==> src/shared/period_match_timer8_pkg.sv <==
package period_match_timer8_pkg;

   localparam int          ADDR_WIDTH     = 5;
   localparam int          DATA_WIDTH     = 32;
   localparam int          CNT_WIDTH      = 8;
   localparam int          PRE_WIDTH      = 6;
   localparam int          POST_WIDTH     = 4;

   localparam logic [4:0]  OFF_COUNT      = 5'h00;
   localparam logic [4:0]  OFF_PERIOD     = 5'h04;
   localparam logic [4:0]  OFF_CONTROL    = 5'h08;
   localparam logic [4:0]  OFF_STATUS     = 5'h0c;
   localparam logic [4:0]  OFF_MASK       = 5'h10;

   localparam int          SEL_COUNT      = 0;
   localparam int          SEL_PERIOD     = 1;
   localparam int          SEL_CONTROL    = 2;
   localparam int          SEL_STATUS     = 3;
   localparam int          SEL_MASK       = 4;
   localparam int          NUM_REGS       = 5;

   localparam int          PRESCALE_LSB   = 0;
   localparam int          RUN_BIT        = 2;
   localparam int          POSTSCALE_LSB  = 3;
   localparam int          CTRL_WIDTH     = 7;
   localparam int          MATCH_FLAG_BIT = 0;

   localparam logic [7:0]  COUNT_RESET    = 8'h00;
   localparam logic [7:0]  PERIOD_RESET   = 8'hff;
   localparam logic [6:0]  CONTROL_RESET  = 7'h00;

   // system clock 100 MHz, instruction clock is a quarter of it
   localparam int          FOSC_MHZ       = 100;
   localparam int          INSTR_DIV      = 4;
   localparam logic [1:0]  INSTR_LAST     = 2'(INSTR_DIV - 1);

   localparam logic [1:0]  RESP_OKAY      = 2'h0;
   localparam logic [1:0]  RESP_SLVERR    = 2'h2;

   typedef struct packed {
      logic [3:0] postscale_select;
      logic       timer_run;
      logic [1:0] prescale_select;
   } ctrl_type;

   typedef struct packed {
      logic [DATA_WIDTH-1:0] data;
      logic [1:0]            resp;
   } rd_ans_type;

   typedef enum logic [2:0] {
      BUS_IDLE = 3'b001,
      BUS_TAKE = 3'b010,
      BUS_RESP = 3'b100
   } bus_state_type;

endpackage

==> src/rtl/prescale_divider.sv <==
`timescale 1ns/1ps
module prescale_divider
   import period_match_timer8_pkg::*;
#(
   parameter int DIV_WIDTH = PRE_WIDTH
) (
   input  wire logic                 aclk,
   input  wire logic                 aresetn,
   input  wire logic                 ce,
   input  wire logic                 clear,
   input  wire logic                 tick_in,
   input  wire logic [1:0]           sel,
   output logic                      tick_out,
   output logic [DIV_WIDTH-1:0]      count
);

   logic [DIV_WIDTH-1:0] cnt_reg;
   logic [DIV_WIDTH-1:0] cnt_next;
   logic [DIV_WIDTH-1:0] terminal;

   // ratios 1, 4, 16, 64 need six bits at the largest code
   if (DIV_WIDTH < PRE_WIDTH) begin : g_width_check
      $error("prescale_divider: DIV_WIDTH too small for ratio 64");
   end

   assign terminal = DIV_WIDTH'((64'd1 << {sel, 1'b0}) - 64'd1);
   assign tick_out = tick_in & ~clear & (cnt_reg == terminal);
   assign count    = cnt_reg;

   always_comb begin
      cnt_next = cnt_reg;
      if (clear) begin
         cnt_next = '0;
      end else if (tick_out) begin
         cnt_next = '0;
      end else if (tick_in) begin
         cnt_next = DIV_WIDTH'(cnt_reg + 1'b1);
      end
   end

   always_ff @(posedge aclk) begin
      if (!aresetn) begin
         cnt_reg <= '0;
      end else if (ce) begin
         cnt_reg <= cnt_next;
      end
   end

endmodule

==> src/rtl/period_match_timer8.sv <==
`timescale 1ns/1ps
// How it works
// - timer runs from system clock divided by four
// - count increments from zero on prescaled ticks
// - prescale codes divide by 1, 4, 16, 64
// - compare count with period, pulse on equality
// - after a match count restarts at zero
// - software reads and writes count and period
// - reset clears count, period goes all ones
// - count write, control write, reset clear scalers
// - control write leaves count value untouched
// - matches advance postscaler, terminal sets latched flag
// - enable gates interrupt, flag latches regardless
// - postscale code N gives one flag per N+1
// - unscaled match pulse exported for pwm
// - match output offered as spi shift clock
// - sleep stops counting, registers hold values
module period_match_timer8
   import period_match_timer8_pkg::*;
#(
   parameter int COUNT_WIDTH = CNT_WIDTH
) (
   input  wire logic                  aclk,
   input  wire logic                  aresetn,
   input  wire logic                  ce,
   input  wire logic                  sleep_req,
   input  wire logic [ADDR_WIDTH-1:0] awaddr,
   input  wire logic [2:0]            awprot,
   input  wire logic                  awvalid,
   output logic                       awready,
   input  wire logic [DATA_WIDTH-1:0] wdata,
   input  wire logic [3:0]            wstrb,
   input  wire logic                  wvalid,
   output logic                       wready,
   output logic [1:0]                 bresp,
   output logic                       bvalid,
   input  wire logic                  bready,
   input  wire logic [ADDR_WIDTH-1:0] araddr,
   input  wire logic [2:0]            arprot,
   input  wire logic                  arvalid,
   output logic                       arready,
   output logic [DATA_WIDTH-1:0]      rdata,
   output logic [1:0]                 rresp,
   output logic                       rvalid,
   input  wire logic                  rready,
   output logic                       match_pulse,
   output logic                       spi_shift_clk,
   output logic                       irq
);

   if (COUNT_WIDTH < 1 || COUNT_WIDTH > CNT_WIDTH) begin : g_width_check
      $error("period_match_timer8: COUNT_WIDTH must be 1 to 8");
   end

   function automatic logic [NUM_REGS-1:0] reg_select(input logic [ADDR_WIDTH-1:0] a);
      logic [NUM_REGS-1:0] s;
      s              = '0;
      s[SEL_COUNT]   = (a == OFF_COUNT);
      s[SEL_PERIOD]  = (a == OFF_PERIOD);
      s[SEL_CONTROL] = (a == OFF_CONTROL);
      s[SEL_STATUS]  = (a == OFF_STATUS);
      s[SEL_MASK]    = (a == OFF_MASK);
      return s;
   endfunction

   bus_state_type          wr_state_reg;
   bus_state_type          wr_state_next;
   bus_state_type          rd_state_reg;
   bus_state_type          rd_state_next;
   logic [1:0]             bresp_reg;
   rd_ans_type             rd_ans_reg;
   rd_ans_type             rd_ans_next;

   logic [1:0]             instr_div_reg;
   ctrl_type               ctrl_reg;
   logic [COUNT_WIDTH-1:0] count_reg;
   logic [COUNT_WIDTH-1:0] count_next;
   logic [COUNT_WIDTH-1:0] period_reg;
   logic [POST_WIDTH-1:0]  post_cnt_reg;
   logic [POST_WIDTH-1:0]  post_cnt_next;
   logic                   match_irq_flag_reg;
   logic                   match_irq_flag_next;
   logic                   match_irq_enable_reg;
   logic                   match_pulse_reg;
   logic                   spi_clk_reg;
   logic                   irq_reg;

   ////////////////////////////////////////////////////////////////////////////////
   // register bus decode

   logic [NUM_REGS-1:0]    wr_sel;
   logic [NUM_REGS-1:0]    rd_sel;
   logic                   wr_fire;
   logic                   wr_en;
   logic                   wr_count;
   logic                   wr_period;
   logic                   wr_control;
   logic                   wr_status;
   logic                   wr_mask;
   logic                   rd_fire;
   logic [DATA_WIDTH-1:0]  rd_word;

   assign wr_sel     = reg_select(awaddr);
   assign rd_sel     = reg_select(araddr);
   assign wr_fire    = wr_state_reg[1] & awvalid & wvalid;
   // data is one byte wide, only lane 0 carries it
   assign wr_en      = wr_fire & wstrb[0];
   assign wr_count   = wr_en & wr_sel[SEL_COUNT];
   assign wr_period  = wr_en & wr_sel[SEL_PERIOD];
   assign wr_control = wr_en & wr_sel[SEL_CONTROL];
   assign wr_status  = wr_en & wr_sel[SEL_STATUS];
   assign wr_mask    = wr_en & wr_sel[SEL_MASK];
   assign rd_fire    = rd_state_reg[1] & arvalid;

   assign rd_word =
      ({DATA_WIDTH{rd_sel[SEL_COUNT]}}   & DATA_WIDTH'(count_reg))   |
      ({DATA_WIDTH{rd_sel[SEL_PERIOD]}}  & DATA_WIDTH'(period_reg))  |
      ({DATA_WIDTH{rd_sel[SEL_CONTROL]}} & DATA_WIDTH'(ctrl_reg))    |
      ({DATA_WIDTH{rd_sel[SEL_STATUS]}}  & DATA_WIDTH'(match_irq_flag_reg)) |
      ({DATA_WIDTH{rd_sel[SEL_MASK]}}    & DATA_WIDTH'(match_irq_enable_reg));

   always_comb begin
      wr_state_next = wr_state_reg;
      case (wr_state_reg)
         BUS_IDLE: begin
            if (awvalid && wvalid) begin
               wr_state_next = BUS_TAKE;
            end
         end
         BUS_TAKE: begin
            if (wr_fire) begin
               wr_state_next = BUS_RESP;
            end
         end
         BUS_RESP: begin
            if (bready) begin
               wr_state_next = BUS_IDLE;
            end
         end
         default: wr_state_next = BUS_IDLE;
      endcase
   end

   always_comb begin
      rd_state_next = rd_state_reg;
      rd_ans_next   = rd_ans_reg;
      case (rd_state_reg)
         BUS_IDLE: begin
            if (arvalid) begin
               rd_state_next = BUS_TAKE;
            end
         end
         BUS_TAKE: begin
            if (rd_fire) begin
               rd_state_next    = BUS_RESP;
               rd_ans_next.data = rd_word;
               rd_ans_next.resp = (|rd_sel) ? RESP_OKAY : RESP_SLVERR;
            end
         end
         BUS_RESP: begin
            if (rready) begin
               rd_state_next = BUS_IDLE;
            end
         end
         default: rd_state_next = BUS_IDLE;
      endcase
   end

   always_ff @(posedge aclk) begin
      if (!aresetn) begin
         wr_state_reg <= BUS_IDLE;
         rd_state_reg <= BUS_IDLE;
         bresp_reg    <= RESP_OKAY;
         rd_ans_reg   <= '0;
      end else if (ce) begin
         wr_state_reg <= wr_state_next;
         rd_state_reg <= rd_state_next;
         rd_ans_reg   <= rd_ans_next;
         if (wr_fire) begin
            bresp_reg <= (|wr_sel) ? RESP_OKAY : RESP_SLVERR;
         end
      end
   end

   // one-hot state bits are the handshake flops themselves
   assign awready = wr_state_reg[1];
   assign wready  = wr_state_reg[1];
   assign bvalid  = wr_state_reg[2];
   assign bresp   = bresp_reg;
   assign arready = rd_state_reg[1];
   assign rvalid  = rd_state_reg[2];
   assign rdata   = rd_ans_reg.data;
   assign rresp   = rd_ans_reg.resp;

   ////////////////////////////////////////////////////////////////////////////////
   // instruction clock and prescaler

   logic                   instr_tick;
   logic                   run_tick;
   logic                   timer_tick;
   logic                   scaler_clear;
   logic [PRE_WIDTH-1:0]   pre_count;

   // a tick enable, not a derived clock, keeps one clock domain
   assign instr_tick   = ce & (instr_div_reg == INSTR_LAST);
   assign run_tick     = instr_tick & ctrl_reg.timer_run & ~sleep_req;
   assign scaler_clear = wr_count | wr_control;

   always_ff @(posedge aclk) begin
      if (!aresetn) begin
         instr_div_reg <= '0;
      end else if (ce) begin
         instr_div_reg <= 2'(instr_div_reg + 1'b1);
      end
   end

   prescale_divider #(
      .DIV_WIDTH (PRE_WIDTH)
   ) u_prescale (
      .aclk     (aclk),
      .aresetn  (aresetn),
      .ce       (ce),
      .clear    (scaler_clear),
      .tick_in  (run_tick),
      .sel      (ctrl_reg.prescale_select),
      .tick_out (timer_tick),
      .count    (pre_count)
   );

   ////////////////////////////////////////////////////////////////////////////////
   // count, compare, postscaler

   logic                   hit;
   logic                   post_hit;

   assign hit      = timer_tick & (count_reg == period_reg);
   assign post_hit = hit & (post_cnt_reg == ctrl_reg.postscale_select);

   always_comb begin
      count_next = count_reg;
      if (wr_count) begin
         count_next = wdata[COUNT_WIDTH-1:0];
      end else if (hit) begin
         count_next = '0;
      end else if (timer_tick) begin
         count_next = COUNT_WIDTH'(count_reg + 1'b1);
      end
   end

   always_comb begin
      post_cnt_next = post_cnt_reg;
      if (scaler_clear) begin
         post_cnt_next = '0;
      end else if (post_hit) begin
         post_cnt_next = '0;
      end else if (hit) begin
         post_cnt_next = POST_WIDTH'(post_cnt_reg + 1'b1);
      end
   end

   // a match in the clearing cycle still sets the flag
   assign match_irq_flag_next = post_hit |
      (match_irq_flag_reg & ~(wr_status & wdata[MATCH_FLAG_BIT]));

   always_ff @(posedge aclk) begin
      if (!aresetn) begin
         count_reg    <= COUNT_WIDTH'(COUNT_RESET);
         period_reg   <= COUNT_WIDTH'(PERIOD_RESET);
         ctrl_reg     <= CONTROL_RESET;
         post_cnt_reg <= '0;
      end else if (ce) begin
         count_reg    <= count_next;
         post_cnt_reg <= post_cnt_next;
         if (wr_period) begin
            period_reg <= wdata[COUNT_WIDTH-1:0];
         end
         if (wr_control) begin
            ctrl_reg <= ctrl_type'(wdata[CTRL_WIDTH-1:0]);
         end
      end
   end

   ////////////////////////////////////////////////////////////////////////////////
   // outputs and interrupt

   always_ff @(posedge aclk) begin
      if (!aresetn) begin
         match_irq_flag_reg   <= 1'b0;
         match_irq_enable_reg <= 1'b0;
         match_pulse_reg      <= 1'b0;
         spi_clk_reg          <= 1'b0;
         irq_reg              <= 1'b0;
      end else if (ce) begin
         match_irq_flag_reg <= match_irq_flag_next;
         if (wr_mask) begin
            match_irq_enable_reg <= wdata[MATCH_FLAG_BIT];
         end
         match_pulse_reg <= hit;
         spi_clk_reg     <= spi_clk_reg ^ hit;
         irq_reg         <= match_irq_flag_reg & match_irq_enable_reg;
      end
   end

   assign match_pulse   = match_pulse_reg;
   assign spi_shift_clk = spi_clk_reg;
   assign irq           = irq_reg;
endmodule

==> config.mk <==
export PLATFORM = sky130hd
export DESIGN_NAME = period_match_timer8
export DESIGN_NICKNAME = d
export VERILOG_FILES = /design/src/shared/period_match_timer8_pkg.sv /design/src/rtl/prescale_divider.sv /design/src/rtl/period_match_timer8.sv
export SDC_FILE = /design/constraint.sdc
export NUM_CORES = 1
export LEC_CHECK = 0
export BUFFER_PORTS_ARGS = -buffer_cell sky130_fd_sc_hd__buf_2
export CAP_MARGIN = 20
export CORE_ASPECT_RATIO = 1.2
export CORE_MARGIN = 2
export CORE_UTILIZATION = 51
export DETAILED_ROUTE_END_ITERATION = 8
export GPL_TIMING_DRIVEN = 0
export PLACE_DENSITY = 0.87
export RECOVER_POWER = 100
export SYNTH_ARGS = -nofsm -noshare
export SYNTH_HDL_FRONTEND = slang
export SYNTH_HIERARCHICAL = 1
export SYNTH_SLANG_ARGS = --single-unit
==> constraint.sdc <==
create_clock -name aclk -period 2.9 [get_ports aclk]
set_input_delay 0.29 -clock aclk [delete_from_list [all_inputs] [get_ports aclk]]
set_output_delay 0.29 -clock aclk [all_outputs]
set_load 0.01 [all_outputs]
* After elaboration in Yosys (flattened, before gate mapping)
Cells that the tools add are included.
** Storage, ports and cells
- Memories kept :: 0
- Memory bits (read-only) :: 0
- Memory bits (writable) :: 0
- Output and inout port bits :: 44
- Logic and storage cells :: 119
- Input bits :: 61
- Bits in latches :: 0
- Register bits after elaboration :: 82
** Operators by class
- Magnitude comparators :: 0
- Equality and inequality tests :: 24
- Shift operators :: 1
- Reductions and logical operators :: 18
- Multipliers :: 0
- Add/subtract/negate cells :: 5
- Mux-type cells :: 19
- Bitwise gates (word level) :: 34
- Div/mod/pow operators :: 0
** Operators with widths (number)
- 32-bit OR :: 4
- 32-bit by 1-bit AND with 32-bit output :: 2
- 32-bit by 8-bit AND with 32-bit output :: 2
- 32-bit by 7-bit AND with 32-bit output :: 1
- 8-bit two-way mux :: 3
- 5-bit by 4-bit == test with 1-bit output, second input constant :: 4
- 1-bit AND :: 19
- 3-bit two-way mux :: 6
- 6-bit two-way mux :: 3
- 3-bit one-hot mux with 3 select lines :: 2
- 2-bit AND reduction :: 7
- 4-bit two-way mux :: 3
- 2-bit != test, second input constant :: 6
- 5-bit by 3-bit == test with 1-bit output, second input constant :: 2
- 5-bit == test, second input constant :: 2
- 5-bit zero test :: 2
- 5-bit OR reduction :: 2
- 3-bit nonzero test :: 3
- 8-bit by 1-bit adder with 8-bit output, second input constant :: 1
- 8-bit == test :: 1
- 4-bit AND reduction :: 2
- 6-bit by 1-bit adder with 6-bit output, second input constant :: 1
- 3-bit by 1-bit == test with 1-bit output, second input constant :: 2
- 3-bit by 2-bit == test with 1-bit output, second input constant :: 2
- 14 further kinds :: 19

* Logic depth before layout (Yosys ltp)
Gate-level depths: netlist of the first run.
- Depth in word-level cells :: 12
- Depth in mapped cells :: 10

* Hierarchy
The synthesis of the first run kept the hierarchy.
** Modules (own cells, without submodules)
- period_match_timer8 :: cells each 325, instances 1, sequential area each 1001.0 µm², area an instance 2819.0 µm²
- prescale_divider :: cells each 43, instances 1, sequential area each 120.1 µm², area an instance 365.4 µm²

* Worst setup path after synthesis of the first run
No wires, ideal clock.
- Kind :: in2reg
- From :: input port ce
- To :: register count_reg[4]
- Arrival :: 2.436 ns
- Path buffers :: 2
- Slack :: 0.371 ns
- Data required time :: 2.807 ns
- Stages :: 9
- Cells stage by stage :: buf_2 clkbuf_1 and4b_1 inv_1 a2111oi_2 o21a_2 nand2_1 or4b_4 o311ai_2
** Between the ends
- Longest elaborated chain between the ends :: 8
- Elaborated cells between the ends (all ways) :: 10
- Those cells by class :: mux: 2; bitwise: 6; reduce/logical: 2
** Ends and longest elaborated chain
- start: declaration :: RTL line period_match_timer8.sv:25 : input wire logic ce,
- 1-bit AND * :: RTL line period_match_timer8.sv:205 : assign instr_tick = ce & (instr_div_reg == INSTR_LAST);
- 1-bit AND * (2 in series) :: RTL line period_match_timer8.sv:206 : assign run_tick = instr_tick & ctrl_reg.timer_run & ~sleep_req;
- net run_tick :: RTL line period_match_timer8.sv:199 : logic run_tick;
- 1-bit AND * (2 in series) :: RTL line prescale_divider.sv:27 : assign tick_out = tick_in & ~clear & (cnt_reg == terminal);
- net timer_tick :: RTL line period_match_timer8.sv:200 : logic timer_tick;
- 1-bit AND :: RTL line period_match_timer8.sv:236 : assign hit = timer_tick & (count_reg == period_reg);
- 3-bit nonzero test (no line) / 8-bit two-way mux (equally long branches)
- 2-bit AND reduction (no line) / 8-bit two-way mux (equally long branches)
- end signal: assignment :: RTL line period_match_timer8.sv:267 : count_reg <= COUNT_WIDTH'(COUNT_RESET);
- end signal: assignment :: RTL line period_match_timer8.sv:272 : count_reg <= count_next;
- end: declaration :: RTL line period_match_timer8.sv:76 : logic [COUNT_WIDTH-1:0] count_reg;
The timed path passes the listed nets; every way through them passes the cells marked *.
A chain may end at the register's enable or synchronous reset.

* Final worst setup path of the first run
- From :: register ctrl_reg[1] in the netlist's numbering
- To :: register count_reg[4]
** Between the ends
- Longest elaborated chain between the ends :: 7
- Elaborated cells between the ends (all ways) :: 9
- Those cells by class :: add/sub: 1; eq/ne: 1; shift: 1; mux: 2; bitwise: 2; reduce/logical: 2
** Ends and longest elaborated chain
- start: declaration :: RTL line period_match_timer8.sv:75 : ctrl_type ctrl_reg;
- start signal: assignment :: RTL line period_match_timer8.sv:278 : ctrl_reg <= ctrl_type'(wdata[CTRL_WIDTH-1:0]);
- 1-bit by 3-bit << shifter with 6-bit output * :: RTL line prescale_divider.sv:26 : assign terminal = DIV_WIDTH'((64'd1 << {sel, 1'b0}) - 64'd1);
- 6-bit by 1-bit subtractor with 6-bit output * :: RTL line prescale_divider.sv:26
- 6-bit == test * :: RTL line prescale_divider.sv:27
- 1-bit AND * :: RTL line prescale_divider.sv:27
- net timer_tick :: RTL line period_match_timer8.sv:200
- 1-bit AND :: RTL line period_match_timer8.sv:236
- 3-bit nonzero test (no line) / 8-bit two-way mux (equally long branches)
- 2-bit AND reduction (no line) / 8-bit two-way mux (equally long branches)
Marked as above.

==> results.tsv, run 1 <==
stage	metric	value	unit
placement	dp_hpwl	5.74	mm
synthesis	synth_top_area_share	35.2	%
layout	n_antenna_cell	0	
sta	rsz0062_at_grt	no	
layout	drive_gt1_share	17.3	%
synthesis	synthCells	368	
global_routing	grt_util_all_layers	21.7	%
clock_tree	post_cts_resize_count	0	
layout	fillers	558	
flow_run	max_cap_viol_count	0	
pwr	powerDensity	373	mW/mm^2
clock_tree	cts-root-buf	clkbuf_8	
setup_path	start_kind	register	
synthesis	synth-seq-area-share	35.2	%
die	num_rows	31	
sta	tns	0	ps
pwr	ir_worst_vdd	0.000209	V
synthesis	post-synth-top-count-cell	dfxtp_1	
die	placeableCoreArea	0.00605	sq mm
placement	gp_congestion	0.878	
pwr	seq_power_share	57.3	%
clock_tree	cts_tree	built	
clock_tree	cts_hold_buf	0	
placement	numPortBuffers	45	
synthesis	ys_seq_elements	56	
synthesis	synth_area_per_cell	8.65	sq um
synthesis	synth_top_flop_cell	dfxtp_1	
layout	synthToLayoutAreaGrowth	14.6	%
synthesis	ys_top_cells_by_count	56 x dfxtp_1, 41 x nand2_1, 27 x buf_4, 24 x mux2i_1, 21 x nor2b_1	
synthesis	synthTopCellsByArea	dfxtp_1 35%, mux2i_1 7.5%, buf_4 6.4%	
synthesis	synth_area	0.00318	sq mm
synthesis	yosysTopAreaCell	dfxtp_1	
sta	fmax	362	MHz
sta	slew_headroom	35.4	%
synthesis	synth_edf_count	0	
route	wl_per_cell	14.3	microns
global_routing	grt_start_max_net_pins	18	
route	wl_met2	3.73	mm
setup_path	worstPathRequired	3120	ps
pwr	switching_share	25.6	%
layout	layout.nets	510	
synthesis	synthArstFlopShare	0	%
pwr	p_comb_share	10.9	%
pwr	p_int	1.01	mW
pwr	power_switching	348	uW
sta	skew	15.6	ps
clock_tree	clock-sinks	56	
global_routing	overflow	0	
die	die_height	90.6	microns
clock_tree	htreeDepth	2	
route	drt_pass1_iterations	5	
clock_tree	cts_setup_buffers	0	
synthesis	synth.distinct_cells	57	
route	vias_per_cell	5.64	
global_routing	grt_pass1_vias	2685	
hold_path	hold_class	in2reg	
sta	setup_violations	0	
sta	hold_viol_final	0	
route	antenna_left	0	
sta	timing.final.crit_share	95.2	%
setup_path	crit_type	reg2reg	
route	wl_met3	532	microns
synthesis	synth_warnings	6	
setup_path	arrival	2990	ps
route	drc	0	
route	top_layer	met4	
setup_path	worstPathMaxFanout	7	
setup_path	end_kind	register	
outcome	outcome	finished, final reports clean	
clock_tree	clk_transition_reported_paths	100	ps
clock_tree	cts_buffer_depth	2	
global_routing	grt_pass1_wl	12.4	mm
die	dieArea	0.00689	sq mm
route	wl	7.54	mm
die	dieWidth	76.1	microns
placement	placedCellCount	520	
global_routing	antenna_found_initial	0	
pwr	power_frac_clock	31.8	%
die	initial_core_util	52.6	%
pwr	leakage	1.54	nW
sta	tightestPinTransition	960	ps
setup_path	r2r_slack	140	ps
sta	finalCriticalPeriod	2760	ps
die	io_pins	105	
route	dr.first_iter.drc_count	218	
layout	fin_cells	528	
clock_tree	cts-buffers-inserted	5	
route	via_count	2979	
route	wl_met1	3.10	mm
sta	drv_slew	0	
clock_tree	clock_latency	320	ps
layout by cell type, fill, tap and decap left out, types with 15 or more instances in the layout:
| cell | n |
|---|---|
| xor2_1 | 15 |
| nand2_1 | 41 |
| clkbuf_1 | 29 |
| buf_2 | 29 |
| dfxtp_1 | 55 |
| o21ai_0 | 15 |
| nor2b_1 | 21 |
| mux2i_1 | 24 |
| conb_1 | 26 |
| buf_4 | 26 |
routing by layer:
layer | up-vias | global-route usage (%)
met5 | - | 0
met1 | 1392 | 25.2
met4 | 0 | 7.88
met3 | 19 | 3.40
met2 | 133 | 40.2
li1 | 1435 | -
power by group through the flow:
stage                     clock network [mW]  registers [mW]  logic, mW
after floorplan                            0           0.798     0.0945
after global placement                     0           0.798      0.142
after detailed placement                   0           0.799      0.145
after CTS                              0.440           0.781      0.146
after global routing                   0.471           0.782      0.162
final                                  0.433           0.781      0.148
path summary, 6_finish.rpt:
kind,start,endpoint,cells past startpoint
setup / recovery,ctrl_reg[1],count_reg[4],6
hold / removal,wdata[7],count_reg[7],3
setup reg to reg,ctrl_reg[1],count_reg[4],6
hold reg to reg,irq,irq,2
per-stage QoR:
step	hold slack [ps]	util, %	power (mW)	setup WS, ps	cell area [sq um]
floorplan	406	-	0.893	371	3280
global placement	464	59.6	0.940	-188	3610
detailed placement	472	59.6	0.944	-249	3610
CTS	207	61.0	1.37	68.0	3690
global route	218	60.3	1.42	29.9	3650
finish	200	60.3	1.36	139	3650
logic make-up after synthesis:
kind of cell / share of synthesized area, %
flip-flops: 35.2
AND/OR/NAND/NOR: 23.4
AO/OA/AOI/OAI: 17.6
adder cells (fa/ha/maj): 1.57
other: 0.118
buffers and inverters: 8.96
XOR/XNOR: 4.95
multiplexers: 8.25
critical path, stage by stage (launching register included):
cell and delay [ps]:
dfxtp_1 380, or4_1 530, a2111oi_2 440, o21a_2 260, nand2_1 180, or4b_4 580, o311ai_2 280
area by class of cell:
class	instances	area [sq um]	share of cell area [%]
plain buffers	41	258	7.06
clock buffers	6	72.6	1.99
clock inverters	2	13.8	0.377
inverters	7	26.3	0.720
multi-input cells	289	1850	50.7
flip-flops and latches	56	1120	30.8
well taps	82	103	2.81
repair buffers	45	204	5.59
Power figures use the tool's default switching activity.
==> run 2, diff against run 1 <==
RECOVER_POWER = 50   (was 100)
==> run 2 against run 1 <==
  * Clock skew hardly changed
  * Combinational power barely moved
  * Routed wire length about the same
  * Clock power barely moved
  * Total power grew 0.26%
  * Fmax rose by 0.47%
  * Final cell count is the same
  * Core utilization increased by 0.35 points
  * Worst setup slack improved by 13 ps
==> results.tsv, run 2 (synthesis gave the netlist of run 1 again) <==
stage	metric	value	unit	change
outcome	outcome	finished, final reports clean		unchanged
global_routing	grt_start_max_net_pins	18		unchanged
sta	fmax	364	MHz	was 362 MHz
sta	drv_slew	0		unchanged
clock_tree	cts_tree	built		unchanged
placement	gp_congestion	0.878		unchanged
sta	slew_headroom	47.2	%	was 35.4%
die	die_height	90.6	microns	unchanged
sta	finalCriticalPeriod	2750	ps	was 2760 ps
route	wl	7.54	mm	about the same
clock_tree	cts_buffer_depth	2		unchanged
clock_tree	clock-sinks	56		unchanged
pwr	ir_worst_vdd	0.000210	V	was 0.000209 V
die	dieArea	0.00689	sq mm	unchanged
route	dr.first_iter.drc_count	233		was 218
setup_path	worstPathCellList	or4_1 > a2111oi_2 > o21a_2 > nand2_1 > or4b_4 > o311ai_2		unchanged
route	via_count	2964		was 2979
setup_path	crit_type	reg2reg		unchanged
sta	tns	0	ps	unchanged
layout	synthToLayoutAreaGrowth	15.3	%	was 14.6%
route	wl_met1	3.12	mm	was 3.10 mm
setup_path	worstPathMaxFanout	7		unchanged
setup_path	crit_slowest_cell	or4b_4		unchanged
global_routing	antenna_found_initial	0		unchanged
sta	tightestPinTransition	790	ps	was 960 ps
placement	numPortBuffers	45		unchanged
clock_tree	clock_latency	320	ps	about the same
layout	utilization	60.7	%	was 60.3%
global_routing	grt_pass1_vias	2685		unchanged
layout	layout.nets	510		unchanged
route	wl_met3	558	microns	was 532 microns
placement	dp_hpwl	5.74	mm	unchanged
clock_tree	clk_transition_reported_paths	100	ps	about the same
global_routing	grt_pass1_wl	12.4	mm	unchanged
sta	rsz0062_at_grt	no		unchanged
global_routing	overflow	0		unchanged
setup_path	end_kind	register		unchanged
route	antenna_left	0		unchanged
layout	drive_gt1_share	17.9	%	was 17.3%
setup_path	arrival	2980	ps	was 2990 ps
route	wl_per_cell	14.3	microns	about the same
layout	mostFrequentLayoutCells	55 x dfxtp_1, 41 x nand2_1, 29 x buf_2, 29 x clkbuf_1		unchanged
pwr	powerDensity	372	mW/mm^2	was 373 mW/mm^2
route	drc	0		unchanged
die	dieWidth	76.1	microns	unchanged
route	drt_pass1_iterations	5		unchanged
die	io_pins	105		unchanged
die	num_rows	31		unchanged
layout	n_antenna_cell	0		unchanged
clock_tree	cts_setup_buffers	0		unchanged
layout	final_common_cell	dfxtp_1		unchanged
hold_path	hold_class	in2reg		unchanged
sta	timing.final.crit_share	94.8	%	was 95.2%
route	top_layer	met4		unchanged
sta	setup_violations	0		unchanged
clock_tree	htreeDepth	2		unchanged
die	placeableCoreArea	0.00605	sq mm	unchanged
setup_path	worstPathRequired	3130	ps	was 3120 ps
setup_path	critical_path.max_stage_delay	590	ps	was 580 ps
sta	skew	15.9	ps	was 15.6 ps
pwr	leakage	1.54	nW	about the same
setup_path	start_kind	register		unchanged
clock_tree	cts-root-buf	clkbuf_8		unchanged
route	wl_met2	3.71	mm	was 3.73 mm
flow_run	max_cap_viol_count	0		unchanged
global_routing	grt_util_all_layers	21.7	%	unchanged
route	vias_per_cell	5.61		was 5.64
clock_tree	cts-buffers-inserted	5		unchanged
sta	hold_viol_final	0		unchanged
die	initial_core_util	52.6	%	unchanged
run 2: cell types whose count changed in the layout (fill, tap and decap cells not counted):
cell / delta
and2_0: -2
and2_1: +2
nor4_1: -1
nor4_2: +1
o311ai_1: -2
o311ai_2: +2
run 2: worst paths after layout:
| check | startpoint | cells past startpoint | slack [ps] | end |
|---|---|---|---|---|
| setup / recovery | ctrl_reg[1] | 6 | 150 | count_reg[4] |
| hold / removal | wdata[7] | 3 | 200 | count_reg[7] |
| setup reg to reg | ctrl_reg[1] | 6 | 150 | count_reg[4] |
| hold reg to reg | irq | 2 | 490 | irq |
run 2: area by class of cell:
cell class	count	area, sq um
fill	555	2380
multi-input combinational	289	1870
sequential	56	1120
buffer	41	258
timing repair buffer	45	204
tap	82	103
clock buffer	6	72.6
inverter	7	26.3
clock inverter	2	13.8
run 2: timing repair:
| item | 4_1_cts | 5_1_grt |
|---|---|---|
| resized for setup | 0 | 3 |
| endpoints found under the setup margin | 0 | 6 |
| hold buffers | 0 | 0 |
run 2: metrics by stage:
stage | cell area (sq um) | setup WS, ps | instances | power, mW | hold WS (ps)
finish | 3670 | 151 | 528 | 1.37 | 203
global route | 3670 | 47.9 | 528 | 1.42 | 213
CTS | 3690 | 68.0 | 528 | 1.37 | 207
detailed placement | 3610 | -249 | 520 | 0.944 | 472
global placement | 3610 | -188 | 520 | 0.940 | 464
floorplan | 3280 | 371 | 393 | 0.893 | 406
run 2: critical path: cells and delay by family, from the launching register on:
kind | cells | cell delay [ps]
AND/OR/NAND/NOR | 3 | 1290
AO/OA/AOI/OAI | 3 | 970
flip-flops | 1 | 390
run 2: routing by layer:
metal  up-vias  global-route usage, %
met1      1382                   25.2
li1       1434                      -
met4         0                   7.88
met2       138                   40.2
met5         -                      0
met3        10                   3.40
run 2: where the power goes:
part           internal [mW]  total, mW  switching, mW
combinational         0.0662      0.149         0.0828
sequential             0.775      0.781        0.00643
clock                  0.173      0.435          0.262
==> run 3, diff against run 2 <==
ABC_AREA = 1   (was default)
CORE_UTILIZATION = 52   (was 51)
PLACE_DENSITY = default   (was 0.87)
PLACE_DENSITY_LB_ADDON = 0.25   (was default)
==> run 3 against run 2 <==
  * Sequential share of layout area is 2.7 points lower
  * Critical path depth grew 14
  * Design area increased by 9.5%
  * Register-to-register slack gained 240 ps
  * First-iteration DRC count decreased by 15%
  * Clock-buffer cell count unchanged
  * Clock power is 4.6% higher
  * Clock skew shrank 2.4 ps
  * Synthesized area up 12%
  * Worst setup slack better by 240 ps
  * Largest cell class unchanged
==> results.tsv, run 3 <==
stage	metric	value	unit	change
outcome	outcome	finished, final reports clean		unchanged
layout	fillers	652		was 555
route	via_count	3343		was 2964
synthesis	ys_top_cells_by_count	106 x nand2_1, 57 x inv_1, 56 x dfxtp_1, 47 x nor2_1, 29 x buf_4		was 56 x dfxtp_1, 41 x nand2_1, 27 x buf_4, 24 x mux2i_1, 21 x nor2b_1
sta	tightestPinTransition	930	ps	was 790 ps
layout	synthToLayoutAreaGrowth	12.9	%	was 15.3%
flow_run	max_cap_viol_count	0		unchanged
synthesis	synth_top_flop_cell	dfxtp_1		unchanged
pwr	ir_worst_vdd	0.000223	V	was 0.000210 V
synthesis	synth_edf_count	0		unchanged
die	die_height	94.7	microns	was 90.6 microns
die	dieWidth	79.6	microns	was 76.1 microns
sta	slew_headroom	37.5	%	was 47.2%
clock_tree	cts-root-buf	clkbuf_8		unchanged
placement	pre_cts_slack	287	ps	was -249 ps
clock_tree	clock_latency	320	ps	about the same
synthesis	synthTopCellsByArea	dfxtp_1 31%, nand2_1 11%, buf_4 6.1%		was dfxtp_1 35%, mux2i_1 7.5%, buf_4 6.4%
synthesis	synth_top_area_share	31.5	%	was 35.2%
layout	n_antenna_cell	0		unchanged
die	placeableCoreArea	0.00673	sq mm	was 0.00605 sq mm
global_routing	antenna_found_initial	0		unchanged
synthesis	synth_area_per_cell	7.10	sq um	was 8.65 sq um
sta	setup_violations	0		unchanged
layout	final_common_cell	nand2_1		was dfxtp_1
global_routing	grt_start_max_net_pins	17		was 18
layout	layout.nets	644		was 510
sta	fmax	399	MHz	was 364 MHz
die	num_rows	33		was 31
sta	finalCriticalPeriod	2510	ps	was 2750 ps
sta	rsz0062_at_grt	no		unchanged
hold_path	hold_class	in2reg		unchanged
layout	mostFrequentLayoutCells	106 x nand2_1, 57 x inv_1, 56 x dfxtp_1, 49 x nor2_1, 29 x buf_2		was 55 x dfxtp_1, 41 x nand2_1, 29 x buf_2, 29 x clkbuf_1
route	wl_met1	3.75	mm	was 3.12 mm
placement	gp_congestion	0.871		was 0.878
setup_path	worstPathCellList	nand3_2 > nor2_1 > nand3_2 > nand2_2 > inv_1 > nand2_1 > nor2_1 > nand2_1 > inv_1 > nand2_1 > inv_1 > inv_1 > a21oi_1 > nand2_1 > nor2_1 > nand3_2 > nand2_1 > nand2_1 > nand2_1 > a21oi_2		was or4_1 > a2111oi_2 > o21a_2 > nand2_1 > or4b_4 > o311ai_2
clock_tree	post_cts_resize_count	0		unchanged
clock_tree	cts_hold_buf	0		unchanged
route	wl_met2	4.16	mm	was 3.71 mm
route	dr.first_iter.drc_count	197		was 233
pwr	leakage	1.92	nW	was 1.54 nW
die	dieArea	0.00753	sq mm	was 0.00689 sq mm
synthesis	synthCells	502		was 368
route	drt_pass1_iterations	4		was 5
synthesis	yosysTopAreaCell	dfxtp_1		unchanged
global_routing	overflow	0		unchanged
clock_tree	clk_transition_reported_paths	110	ps	was 100 ps
synthesis	synth_area	0.00356	sq mm	was 0.00318 sq mm
route	wl_met3	511	microns	was 558 microns
sta	drv_slew	0		unchanged
clock_tree	cts_tree	built		unchanged
sta	skew	13.5	ps	was 15.9 ps
clock_tree	cts_buffer_depth	2		unchanged
route	wl_per_cell	12.9	microns	was 14.3 microns
synthesis	post-synth-top-count-cell	nand2_1		was dfxtp_1
pwr	powerDensity	359	mW/mm^2	was 372 mW/mm^2
layout	drive_gt1_share	21.0	%	was 17.9%
synthesis	synth.distinct_cells	47		was 57
synthesis	synth_warnings	6		unchanged
setup_path	crit_slowest_cell	dfxtp_1		was or4b_4
placement	numPortBuffers	45		unchanged
clock_tree	cts-buffers-inserted	5		unchanged
setup_path	crit_type	reg2reg		unchanged
synthesis	synth-seq-area-share	31.5	%	was 35.2%
route	top_layer	met4		unchanged
route	wl	8.63	mm	was 7.54 mm
sta	hold_viol_final	0		unchanged
clock_tree	htreeDepth	2		unchanged
setup_path	crit_top_cell	nand2_1		
die	io_pins	105		unchanged
global_routing	grt_pass1_wl	14.5	mm	was 12.4 mm
setup_path	arrival	2700	ps	was 2980 ps
sta	worst_slack	391	ps	was 151 ps
global_routing	grt_pass1_vias	3225		was 2685
sta	tns	0	ps	unchanged
global_routing	grt_util_all_layers	24.6	%	was 21.7%
synthesis	synthArstFlopShare	0	%	unchanged
setup_path	worstPathMaxFanout	7		unchanged
setup_path	critical_path.max_stage_delay	350	ps	was 590 ps
clock_tree	clock-sinks	56		unchanged
synthesis	ys_seq_elements	56		unchanged
layout	utilization	59.8	%	was 60.7%
setup_path	worstPathRequired	3100	ps	was 3130 ps
route	vias_per_cell	5.01		was 5.61
route	drc	0		unchanged
clock_tree	cts_setup_buffers	0		unchanged
placement	dp_hpwl	6.73	mm	was 5.74 mm
die	initial_core_util	52.9	%	was 52.6%
pwr	p_total	1.44	mW	was 1.37 mW
setup_path	end_kind	register		unchanged
setup_path	r2r_slack	390	ps	was 150 ps
setup_path	start_kind	register		unchanged
route	antenna_left	0		unchanged
sta	timing.final.crit_share	86.5	%	was 94.8%
==> run 3: changes by cell type after synthesis, sizes merged, moves of 9 or more <==
cell,delta
inv,+58
nand3,+20
nor2b,-21
a22oi,-9
mux2i,-24
nor2,+48
o21ai,+12
a21oi,+19
nand2,+79
==> run 3: layer usage <==
| layer | track usage [%] | up-vias |
|---|---|---|
| met5 | 0 | - |
| met4 | 9.20 | 0 |
| met1 | 29.8 | 1500 |
| li1 | - | 1726 |
| met3 | 3.92 | 17 |
| met2 | 43.5 | 100 |
==> run 3: cell type report <==
class                   count  area [sq um]  area share (%)
clock inverters             2          10.0           0.249
clock buffers               6          82.6            2.05
repair buffers             45           203            5.04
flip-flops and latches     56          1120            27.9
plain buffers              38           258            6.41
multi-input cells         364          1980            49.2
well taps                  87           109            2.71
inverters                  69           260            6.47
==> run 3: metrics by stage <==
| step | hold WS [ps] | std cells | instance area [sq um] |
|---|---|---|---|
| 2_1_floorplan | 422 | 527 | 3660 |
| 3_3_place_gp | 454 | 659 | 3990 |
| 3_5_place_dp | 460 | 659 | 3990 |
| 4_1_cts | 242 | 667 | 4080 |
| 5_1_grt | 272 | 667 | 4020 |
| 6_report | 243 | 667 | 4020 |
==> run 3: critical path: cells and delay by family, from the launching register on <==
family / cells / cell delay (ps)
and+or+nand+nor: 14 / 1330
buffers and inverters: 4 / 460
DFF: 1 / 350
AOI/OAI and AO/OA: 2 / 230
==> run 3: cell families (layout without fill, tap and decap cells) <==
| group | count (synthesis) | after routing | synth area share (%) |
|---|---|---|---|
| compound gates | 86 | 86 | 15.8 |
| xor+xnor | 15 | 15 | 3.69 |
| fa+ha+maj | 4 | 4 | 1.41 |
| buf+inv | 107 | 160 | 14.9 |
| flops | 56 | 56 | 31.5 |
| other cells | 1 | 26 | 0.105 |
| simple gates | 233 | 233 | 32.7 |
==> run 3: final timing paths <==
| kind | start | end | cells past startpoint |
|---|---|---|---|
| hold reg to reg | rresp[1] | rresp[1] | 2 |
| setup / recovery | wr_state_reg[1] | count_reg[2] | 20 |
| setup reg to reg | wr_state_reg[1] | count_reg[2] | 20 |
| hold / removal | wdata[7] | period_reg[7] | 3 |
==> run 3: power breakdown <==
group          switching (mW)  internal, mW  total [mW]
sequential             0.0128         0.785       0.798
clock                   0.263         0.192       0.455
combinational           0.116        0.0730       0.189
total                   0.392          1.05        1.44
